**config.mk**
```make
export PLATFORM = sky130hd
export DESIGN_NAME = serial_port_four_mode
export DESIGN_NICKNAME = d
export VERILOG_FILES = /design/src/rtl/serial_port_pkg.sv /design/src/rtl/serial_port_four_mode.sv
export VERILOG_INCLUDE_DIRS = /design/src /design/src/rtl
export SDC_FILE = /design/constraint.sdc
export NUM_CORES = 1
export LEC_CHECK = 0
export ABC_AREA = 1
export BUFFER_PORTS_ARGS = -buffer_cell sky130_fd_sc_hd__buf_4
export CORE_ASPECT_RATIO = 0.8
export CORE_MARGIN = 2
export CORE_UTILIZATION = 53
export DETAILED_ROUTE_END_ITERATION = 16
export PLACE_DENSITY = 0.73
export SYNTH_ARGS = -nofsm -noshare
export SYNTH_HDL_FRONTEND = slang
export SYNTH_SLANG_ARGS = --single-unit
export TNS_END_PERCENT = 30
```
**constraint.sdc**
```tcl
create_clock -name I_MCLK -period 1.77 [get_ports I_MCLK]
set_clock_uncertainty 0.2 [all_clocks]
set_input_delay 0.354 -clock I_MCLK [delete_from_list [all_inputs] [get_ports I_MCLK]]
set_output_delay 0.354 -clock I_MCLK [all_outputs]
set_load 0.05 [all_outputs]
```
**src/rtl/serial_port_consts.svh**
```systemverilog
`ifndef SERIAL_PORT_CONSTS_SVH
`define SERIAL_PORT_CONSTS_SVH
// Mode codes as {mode_select_hi, mode_select_lo}
`define MODE_SHIFT 2'h0
`define MODE_ASYNC8 2'h1
`define MODE_FIXED9 2'h2
`define MODE_ASYNC9 2'h3
// Shift-register mode: twelve core clocks per bit, clock high from count six
`define M0_CNT_LAST 4'hB
`define M0_HALF 4'h6
`define M0_BIT_LAST 4'h7
// Sixteen sample ticks per bit, start validated at the eighth
`define SAMPLE_LAST 4'hF
`define START_MID 4'h7
// Fixed-rate prescale reloads: 4 clocks per sample (/64), 2 clocks (/32)
`define M2_PRE_SLOW 2'h3
`define M2_PRE_FAST 2'h1
// Index of the stop bit in the transmit frame
`define TX_STOP_8 4'h9
`define TX_STOP_9 4'hA
// Index of the final receive sample
`define RX_FINAL_8 4'h8
`define RX_FINAL_9 4'h9
`endif

```
**src/rtl/serial_port_pkg.sv**
```systemverilog
`default_nettype none
package serial_port_pkg;
   typedef enum logic [2:0] {T_IDLE, T_WAIT, T_SHIFT, T_M0TX, T_M0RX} tx_state_e;
   typedef enum logic [1:0] {R_IDLE, R_START, R_DATA} rx_state_e;
   typedef struct packed {
      tx_state_e tst;
      logic [10:0] tsh;
      logic [3:0] tbit;
      logic [3:0] tdiv;
      logic [3:0] m0cnt;
      logic txd;
      logic rout;
      logic roe_n;
      rx_state_e rst;
      logic [8:0] rsh;
      logic [3:0] rbit;
      logic [3:0] rdiv;
      logic [7:0] buffer;
      logic rdone;
      logic tdone;
      logic rb8;
      logic [1:0] pdiv;
      logic [2:0] rxs;
      logic rxv;
      logic rxp;
      logic [2:0] trs;
      logic trgv;
      logic trgp;
      logic t2ovf;
      logic t2ext;
   } state_s;
endpackage
`default_nettype wire

```
**src/rtl/serial_port_four_mode.sv**
```systemverilog
`include "serial_port_consts.svh"
`default_nettype none
// Summary of operation
// Mode 0..3 chosen by the two mode-select bits, high bit first.
// Mode 0 moves data on the data pin, drives shift clock, eight bits LSB first.
// Any buffer write starts a transmission in every mode.
// Mode 0 receive starts when receive allowed and receive-done clear.
// Mode 0 bit rate is core clock divided by twelve.
// Mode 1 frame: start 0, eight data bits LSB first, stop 1.
// Modes 1 and 3 take bit rate from timer 1 or timer 2 overflow.
// Mode 1 loads stop bit ninth; transmit-done sets when stop bit reaches line.
// Async modes start receiving on a falling data line when allowed.
// Mode 1 keeps frame only if done clear and multiproc check passes.
// Modes 2 and 3 frame: start, eight data, ninth bit, stop.
// Mode 2 rate is core clock over 64, or over 32 with baud double.
// Modes 2, 3 send ninth field, start on next bit tick, done at stop.
// Modes 2, 3 accept like mode 1, ninth bit to received-ninth field.
// Mode 3 is mode 2 framing at timer-derived rate.
// Timer 2 overflow flag never sets while it serves as rate source.
// Timer 2 external flag still sets from its trigger input meanwhile.
// Each direction picks timer 2 when its select is set, else timer 1.
// Async receiver samples at sixteen times bit rate, mid-bit decisions.
module serial_port_four_mode (
   input wire logic I_MCLK,
   input wire logic I_RESET,
   input wire logic I_MODE_SELECT_HI,
   input wire logic I_MODE_SELECT_LO,
   input wire logic I_MULTIPROC_CHECK,
   input wire logic I_RECEIVE_ALLOW,
   input wire logic I_BAUD_DOUBLE,
   input wire logic I_TX_TIMER2_SELECT,
   input wire logic I_RX_TIMER2_SELECT,
   input wire logic I_TIMER1_OVERFLOW,
   input wire logic I_TIMER2_OVERFLOW,
   input wire logic I_TIMER2_TRIGGER_INPUT,
   input wire logic I_TIMER2_EXTERNAL_ENABLE,
   input wire logic I_TIMER2_OVERFLOW_CLEAR,
   input wire logic I_TIMER2_EXTERNAL_CLEAR,
   input wire logic I_BUFFER_WRITE,
   input wire logic [7:0] I_BUFFER_WDATA,
   input wire logic I_TRANSMIT_NINTH_BIT,
   input wire logic I_RECEIVE_DONE_CLEAR,
   input wire logic I_TRANSMIT_DONE_CLEAR,
   input wire logic I_RXD,
   output logic O_RXD,
   output logic O_RXD_OE_N,
   output logic O_TXD,
   output logic [7:0] O_SERIAL_BUFFER,
   output logic O_RECEIVED_NINTH_BIT,
   output logic O_RECEIVE_DONE_FLAG,
   output logic O_TRANSMIT_DONE_FLAG,
   output logic O_TIMER2_OVERFLOW_FLAG,
   output logic O_TIMER2_EXTERNAL_FLAG
);
   import serial_port_pkg::*;

   state_s s;
   state_s next_s;
   logic [1:0] mode;
   logic async_mode;
   logic nine;
   logic ptick;
   logic tx_tick;
   logic rx_tick;
   logic tx_bit_tick;
   logic [3:0] tx_last;
   logic [3:0] rx_last;
   logic rx_fell;
   logic trg_fell;
   logic rx_final;
   logic rx_accept;

   // Mode decode and rate selection
   assign mode = {I_MODE_SELECT_HI, I_MODE_SELECT_LO};
   assign async_mode = (mode != `MODE_SHIFT);
   assign nine = I_MODE_SELECT_HI;
   assign ptick = (s.pdiv == 2'h0);
   // Fixed mode uses the prescaler, variable modes the chosen overflow
   assign tx_tick = (mode == `MODE_FIXED9) ? ptick :
                    (I_TX_TIMER2_SELECT ? I_TIMER2_OVERFLOW : I_TIMER1_OVERFLOW);
   assign rx_tick = (mode == `MODE_FIXED9) ? ptick :
                    (I_RX_TIMER2_SELECT ? I_TIMER2_OVERFLOW : I_TIMER1_OVERFLOW);
   assign tx_bit_tick = tx_tick && (s.tdiv == `SAMPLE_LAST);
   assign tx_last = nine ? `TX_STOP_9 : `TX_STOP_8;
   assign rx_last = nine ? `RX_FINAL_9 : `RX_FINAL_8;
   assign rx_fell = s.rxp && !s.rxv;
   assign trg_fell = s.trgp && !s.trgv;
   assign rx_final = (s.rst == R_DATA) && rx_tick && (s.rdiv == `SAMPLE_LAST) &&
                     (s.rbit == rx_last);
   // The stop bit is the line level at the final receive sample in both framings
   assign rx_accept = !s.rdone && (!I_MULTIPROC_CHECK || s.rxv);

   // Next-state logic for the whole port
   always_comb begin
      logic tset;
      logic rset;
      tset = 1'b0;
      rset = 1'b0;
      next_s = s;
      // Pin synchronisers: a change counts once the last two stages agree
      next_s.rxs = {s.rxs[1], s.rxs[0], I_RXD};
      if (s.rxs[1] == s.rxs[2]) begin
         next_s.rxv = s.rxs[2];
      end
      next_s.rxp = s.rxv;
      next_s.trs = {s.trs[1], s.trs[0], I_TIMER2_TRIGGER_INPUT};
      if (s.trs[1] == s.trs[2]) begin
         next_s.trgv = s.trs[2];
      end
      next_s.trgp = s.trgv;
      // Fixed-rate prescaler, sixteen ticks make one bit
      next_s.pdiv = ptick ? (I_BAUD_DOUBLE ? `M2_PRE_FAST : `M2_PRE_SLOW) :
                    s.pdiv - 2'h1;
      if (tx_tick) begin
         next_s.tdiv = s.tdiv + 4'h1;
      end
      // Transmit and shift-register engine
      case (s.tst)
         T_IDLE: begin
         end
         T_WAIT: begin
            if (tx_bit_tick) begin
               next_s.tst = T_SHIFT;
               next_s.tbit = 4'h0;
               next_s.txd = s.tsh[0];
            end
         end
         T_SHIFT: begin
            if (tx_bit_tick) begin
               if (s.tbit == tx_last) begin
                  next_s.tst = T_IDLE;
               end else begin
                  next_s.tbit = s.tbit + 4'h1;
                  next_s.tsh = {1'b1, s.tsh[10:1]};
                  next_s.txd = s.tsh[1];
                  // Done flag rises as the stop bit goes onto the line
                  tset = ((s.tbit + 4'h1) == tx_last);
               end
            end
         end
         T_M0TX, T_M0RX: begin
            next_s.m0cnt = (s.m0cnt == `M0_CNT_LAST) ? 4'h0 : s.m0cnt + 4'h1;
            next_s.txd = (next_s.m0cnt >= `M0_HALF);
            if (s.m0cnt == `M0_CNT_LAST) begin
               if (s.tst == T_M0RX) begin
                  next_s.tsh[7:0] = {s.rxv, s.tsh[7:1]};
               end else begin
                  next_s.tsh[7:0] = {1'b1, s.tsh[7:1]};
                  next_s.rout = s.tsh[1];
               end
               if (s.tbit == `M0_BIT_LAST) begin
                  next_s.tst = T_IDLE;
                  next_s.txd = 1'b1;
                  next_s.roe_n = 1'b1;
                  if (s.tst == T_M0RX) begin
                     next_s.buffer = {s.rxv, s.tsh[7:1]};
                     rset = 1'b1;
                  end else begin
                     tset = 1'b1;
                  end
               end else begin
                  next_s.tbit = s.tbit + 4'h1;
               end
            end
         end
         default: begin
            next_s.tst = T_IDLE;
         end
      endcase
      // A buffer write always restarts the transmitter
      if (I_BUFFER_WRITE) begin
         next_s.tbit = 4'h0;
         if (mode == `MODE_SHIFT) begin
            next_s.tst = T_M0TX;
            next_s.tsh = {3'h7, I_BUFFER_WDATA};
            next_s.rout = I_BUFFER_WDATA[0];
            next_s.roe_n = 1'b0;
            next_s.m0cnt = 4'h0;
            next_s.txd = 1'b0;
         end else begin
            // Ninth slot is the stop bit in mode 1, the ninth field otherwise
            next_s.tst = T_WAIT;
            next_s.tsh = {1'b1, (nine ? I_TRANSMIT_NINTH_BIT : 1'b1), I_BUFFER_WDATA,
                          1'b0};
            next_s.txd = 1'b1;
            next_s.roe_n = 1'b1;
         end
      end else if (!async_mode && s.tst == T_IDLE && I_RECEIVE_ALLOW && !s.rdone) begin
         next_s.tst = T_M0RX;
         next_s.tbit = 4'h0;
         next_s.m0cnt = 4'h0;
         next_s.txd = 1'b0;
         next_s.roe_n = 1'b1;
      end
      // Asynchronous receiver, sixteen samples per bit
      case (s.rst)
         R_IDLE: begin
            if (async_mode && I_RECEIVE_ALLOW && rx_fell) begin
               next_s.rst = R_START;
               next_s.rdiv = 4'h0;
            end
         end
         R_START: begin
            if (rx_tick) begin
               if (s.rdiv == `START_MID) begin
                  // A high line at mid start bit was a glitch
                  next_s.rst = s.rxv ? R_IDLE : R_DATA;
                  next_s.rdiv = 4'h0;
                  next_s.rbit = 4'h0;
               end else begin
                  next_s.rdiv = s.rdiv + 4'h1;
               end
            end
         end
         R_DATA: begin
            if (rx_tick) begin
               next_s.rdiv = s.rdiv + 4'h1;
               if (s.rdiv == `SAMPLE_LAST) begin
                  next_s.rbit = s.rbit + 4'h1;
                  if (s.rbit <= `RX_FINAL_8) begin
                     next_s.rsh = {s.rxv, s.rsh[8:1]};
                  end
               end
            end
            if (rx_final) begin
               next_s.rst = R_IDLE;
               if (rx_accept) begin
                  rset = 1'b1;
                  next_s.buffer = nine ? s.rsh[7:0] : s.rsh[8:1];
                  next_s.rb8 = nine ? s.rsh[8] : s.rxv;
               end
            end
         end
         default: begin
            next_s.rst = R_IDLE;
         end
      endcase
      if (!async_mode) begin
         next_s.rst = R_IDLE;
      end
      // Hardware sets win over a clear in the same cycle
      next_s.tdone = tset || (s.tdone && !I_TRANSMIT_DONE_CLEAR);
      next_s.rdone = rset || (s.rdone && !I_RECEIVE_DONE_CLEAR);
      // Overflow flag held off while timer 2 serves as rate source
      next_s.t2ovf = (I_TIMER2_OVERFLOW && !I_TX_TIMER2_SELECT && !I_RX_TIMER2_SELECT) ||
                     (s.t2ovf && !I_TIMER2_OVERFLOW_CLEAR);
      next_s.t2ext = (trg_fell && I_TIMER2_EXTERNAL_ENABLE) ||
                     (s.t2ext && !I_TIMER2_EXTERNAL_CLEAR);
   end

   // State register; idle lines rest high
   always_ff @(posedge I_MCLK) begin
      if (I_RESET) begin
         s <= '0;
         s.txd <= 1'b1;
         s.rout <= 1'b1;
         s.roe_n <= 1'b1;
         s.rxs <= 3'h7;
         s.rxv <= 1'b1;
         s.rxp <= 1'b1;
         s.trs <= 3'h7;
         s.trgv <= 1'b1;
         s.trgp <= 1'b1;
      end else begin
         s <= next_s;
      end
   end

   // Outputs come straight from the state register
   assign O_RXD = s.rout;
   assign O_RXD_OE_N = s.roe_n;
   assign O_TXD = s.txd;
   assign O_SERIAL_BUFFER = s.buffer;
   assign O_RECEIVED_NINTH_BIT = s.rb8;
   assign O_RECEIVE_DONE_FLAG = s.rdone;
   assign O_TRANSMIT_DONE_FLAG = s.tdone;
   assign O_TIMER2_OVERFLOW_FLAG = s.t2ovf;
   assign O_TIMER2_EXTERNAL_FLAG = s.t2ext;
endmodule
`default_nettype wire

```
Word-level counts from Yosys, hierarchy flattened
Index checks and enable logic that the tools add are counted.

storage, ports and cells
  register bits after elaboration = 73
  input bits = 28

operators by class
  reductions and logical operators = 64
  add/subtract/negate cells = 6
  magnitude comparators = 2
  equality and inequality tests = 39
  multiplexer cells = 82
  bitwise operators = 1

operator list
  operator             number
  $mux 8               11
  $mux 4               9
  $mux 1               30
  $mux 3               8
  $ne 4x4->1 const B   6
  $pmux 4 s3           2
  $ne 2x2->1 const B   11
  $add 4x1->4 const B  5
  $reduce_and 4->1     5
  $logic_and 1x1->1    19
  $mux 18              1
  $mux 2               9
  $reduce_bool 3->1    6
  $pmux 8 s2           1
  $mux 15              1
  $mux 13              1
  $eq 4x4->1           3
  $eq 4x4->1 const B   3
  $mux 12              1
  $pmux 3 s4           1
  $reduce_and 6->1     2
  $logic_not 1->1      11
  $mux 11              1
  $mux 5               2
  27 further kinds     45

Longest topological paths before layout
  depth after elaboration = 9
  depth in mapped cells = 12

Worst setup path before layout
OpenSTA, ideal clock, no wires.

  path type = flip-flop to flip-flop
  from = register s[47] (netlist bit)
  to = register s[62] (netlist bit)
  library setup time = 0.113 ns
  clock period less this slack = 1.795 ns
  data required time = 1.457 ns
  stages on the path, launching flop included = 12
  path slack = -0.025 ns
  data arrival time = 1.483 ns
  cells stage by stage = dfxtp_1 > ha_1 > nand2_1 > nor2_1 > inv_1 > nand2_2 > a21oi_2 > a21oi_4 > buf_6 > nand2_1 > nand2_1 > nor2_1

on the way
  word-level cells in the longest chain between the ends = 3

RTL lines
  what                               line                          text
  start, declared                    serial_port_four_mode.sv:57   state_s s;
  start signal, assigned             serial_port_four_mode.sv:265  s <= next_s;
  $eq 4x4->1 (no source line)        --
  $ne 3x3->1 (no source line)        --
  $reduce_and 4->1 (no source line)  --

No other way between the ends.
A chain may end at the register's enable or synchronous reset.

Final worst setup path
  from = register s[48] (netlist bit)
  to = register s[57] (netlist bit)

on the way
  word-level cells in the longest chain between the ends = 3

RTL lines
  what
  $eq 4x4->1 (no source line)
  $ne 2x2->1 (no source line)
  $reduce_and 6->1 (no source line)

No other way between the ends.

==> out/metrics.yaml <==
worst_setup_path:
  critical_path_class: "reg -> reg"
  endpoint_kind: "register"
  max_stage_delay_ns: 0.36
  worst_ep_arrival_time_ns: 1.88
  cp.required_ns: 1.81
  cp-start-kind: "register"
  crit_fanout: 7
  cpMostUsedCell: "nand2_1"
  worstPathCellList: "ha_4, nand2_4, nor2_4, buf_6, a21oi_2, nor2_1, nand2_1, nor2_4, nand2_1, nand2_1, nor2_1"
  critPathTopFamily: "simple AND/OR/NAND/NOR gates"
  crit_slowest_cell: "dfxtp_2"
  worst-path-buf-inv: 1
  rrSetupSlack_ns: -0.07
cells_and_area:
  antenna_cells: 0
  area_growth_pct: 35.5
  fillerInstances: 523
  layout.nets: 723
  final_cells: 776
  design_area_um2: 5290
  fin_util: 0.757
  layout-drive-gt1-share: 0.306
timing:
  max_freq_mhz: 544
  worst_pin_slew_ns: 0.471
  hold_violations: 0
  setup_viol: 11
  slew_violations: 0
  final.setup.tns_ns: -0.429
  worst_slack_ns: -0.0687
  rsz0062_at_grt: "true"
  min_period_over_period: 1.04
  finalCriticalPeriod_ns: 1.84
  maxSlewHeadroom: 0.685
detailed_routing:
  first_pass_iters: 5
  wl_um: 10500
  dr_wl_met2_um: 4990
  highest_layer: "met4"
  route.vias.total: 4140
  met3_length_um: 653
  drc: 0
  ant_nets: 0
  wl_per_cell_um: 13.6
  wl_met1_um: 4720
  vias_per_cell: 5.34
  drt_iter0_markers: 225
floorplan:
  start_util: 0.558
  num_io_pins: 44
  die_h_um: 80.8
  die_w_um: 100
  rows: 27
  die_area_um2: 8080
  core_um2: 6990
global_route:
  grt_pass1_wl_um: 16500
  grt-ovfl-total: 0
  antenna_found_initial: 0
  grt_pass1_vias: 3860
  grt_max_degree: 41
  grt_use_total: 0.253
synthesis:
  ys_seq_elements: 73
  synth_cell_types: 34
  synth_fp_nets: 628
  netlist_area_um2: 3900
  postSynthCellCount: 589
  synth.yosys.seq_area_share: 0.374
  yosysWarnings: 0
  synth-edff-count: 0
  synth_ff_type: "dfxtp_1"
  yosysTopAreaCellShare: 0.374
  yosysTopAreaCell: "dfxtp_1"
  yosys-top-cells-area: "dfxtp_1, nand2_1, inv_1, o21ai_0, nor2_1"
  syn_avg_cell_area_um2: 6.63
  synth-async-reset-ratio: 0
placement:
  io_buffers: 43
  dpl_cell_area_um2: 4590
  dp.cells: 744
  post-place-ws_ns: -0.157
  dp_hpwl_um: 7210
  place.gp.congestion: 0.863
clock_network:
  clockBufferDepth: 2
  clkSinkCount: 73
  cts_inserted_buffers: 9
  clock_latency_ns: 0.34
  clockRootBuffer: "clkbuf_8"
  clkTransAtPathRegs_ns: 0.08
  cts_tree: "built"
  htree_levels: 3
worst_hold_path:
  hp-class: "in -> reg"
pwr:
  power.leakage_nw: 2.38
  power_density_nw_per_um2: 767
  vdd_drop_max_mv: 0.606
outcome:
  violations: "setup timing"
  status: "finished with violations"
job:
  maxCapViolCount: 0
## metrics by stage
| step | hold WS (ns) | power [mW] |
|---|---|---|
| after floorplan | 0.189 | 2.21 |
| after detailed placement | 0.201 | 2.47 |
| after global placement | 0.194 | 2.45 |
| final | 0.0209 | 4.06 |
| after CTS | 0.0122 | 3.97 |
| after global routing | 0.00679 | 4.24 |
## registers in the layout, indices dropped and copies added (netlist names)
name / count
s: 51
O_RXD_OE_N: 1
O_TIMER2_OVERFLOW_FLAG: 1
next_s: 6
O_TXD: 1
O_TRANSMIT_DONE_FLAG: 1
O_RECEIVE_DONE_FLAG: 1
O_TIMER2_EXTERNAL_FLAG: 1
O_RXD: 1
O_SERIAL_BUFFER: 8
O_RECEIVED_NINTH_BIT: 1
## logic make-up (layout without fill, tap and decap cells)
| kind of cell | after synthesis | after routing | share of synthesized area |
|---|---|---|---|
| buffers and inverters | 112 | 211 | 0.122 |
| DFF | 73 | 73 | 0.374 |
| and+or+nand+nor | 257 | 258 | 0.276 |
| xor gates and xnor gates | 4 | 4 | 0.00897 |
| adders and majority gates | 11 | 11 | 0.0352 |
| AOI/OAI and AO/OA | 132 | 132 | 0.184 |
## power breakdown
part / internal (mW) / switching [mW]
Sequential: 1.72 / 0.0591
Clock: 0.809 / 0.684
Combinational: 0.333 / 0.456
## synth_stat cells, types with 3 or more instances
| cell | count |
|---|---|
| ha_1 | 11 |
| xor2_1 | 4 |
| clkbuf_1 | 8 |
| nand4_1 | 3 |
| buf_4 | 9 |
| or2_2 | 8 |
| a31oi_1 | 3 |
| nor2_1 | 77 |
| o21ai_0 | 60 |
| o22ai_1 | 6 |
| dfxtp_1 | 73 |
| nand3_1 | 31 |
| o211ai_1 | 3 |
| nand2_1 | 120 |
| inv_1 | 86 |
| a211oi_1 | 4 |
| nor3_1 | 10 |
| buf_2 | 4 |
| a21oi_1 | 51 |
## cells in the final DEF, fill, tap and decap left out, drive strengths merged, types with 4 or more instances in the layout
| master | count |
|---|---|
| nor3 | 10 |
| o21ai | 62 |
| dfxtp | 73 |
| a21oi | 53 |
| inv | 89 |
| nor2 | 79 |
| or2 | 8 |
| xor2 | 4 |
| clkbuf | 9 |
| buf | 106 |
| nand3 | 32 |
| o22ai | 6 |
| nand2 | 123 |
| a211oi | 4 |
| ha | 11 |
## worst register-to-register path, stage by stage (launching register included)
cell and delay [ns]:
dfxtp_2 0.36, ha_4 0.15, nand2_4 0.05, nor2_4 0.18
buf_6 0.12, a21oi_2 0.04, nor2_1 0.16, nand2_1 0.11
nor2_4 0.19, nand2_1 0.07, nand2_1 0.06, nor2_1 0.04
## final timing paths
path	cells after the start	end	start
worst max register to register	11	s[57]$_SDFFE_PP0P_	s[48]$_SDFF_PP0_
worst max-delay path	11	s[57]$_SDFFE_PP0P_	s[48]$_SDFF_PP0_
worst min register to register	1	next_s[11]$_SDFF_PP1_	next_s[10]$_SDFF_PP1_
worst min-delay path	2	O_TIMER2_EXTERNAL_FLAG$_SDFF_PP0_	I_TIMER2_EXTERNAL_CLEAR
## what timing repair did
| item | 4_1_cts | 5_1_grt |
|---|---|---|
| resized for setup | 32 | 97 |
| cloned | 1 | 3 |
| endpoints found under the hold margin | 2 | 0 |
| hold buffers | 2 | 0 |
| buffers inserted | 0 | 10 |
| setup endpoints to repair | 43 | 54 |
| pin swaps | 2 | 18 |
## metal layers
metal | up-vias | GRT usage
met5 | - | 0
met4 | 0 | 0.0932
met3 | 20 | 0.0473
met2 | 143 | 0.436
met1 | 1900 | 0.319
li1 | 2077 | -
## cell type report
class / count / area [µm²] / share of cell area
Clock inverter: 7 / 101 / 0.0191
Multi-Input combinational cell: 405 / 2290 / 0.432
Timing Repair Buffer: 108 / 865 / 0.163
Tap cell: 87 / 109 / 0.0206
Sequential cell: 73 / 1480 / 0.280
Inverter: 87 / 327 / 0.0617
Clock buffer: 9 / 124 / 0.0234
(Power assumes the default switching activity.)
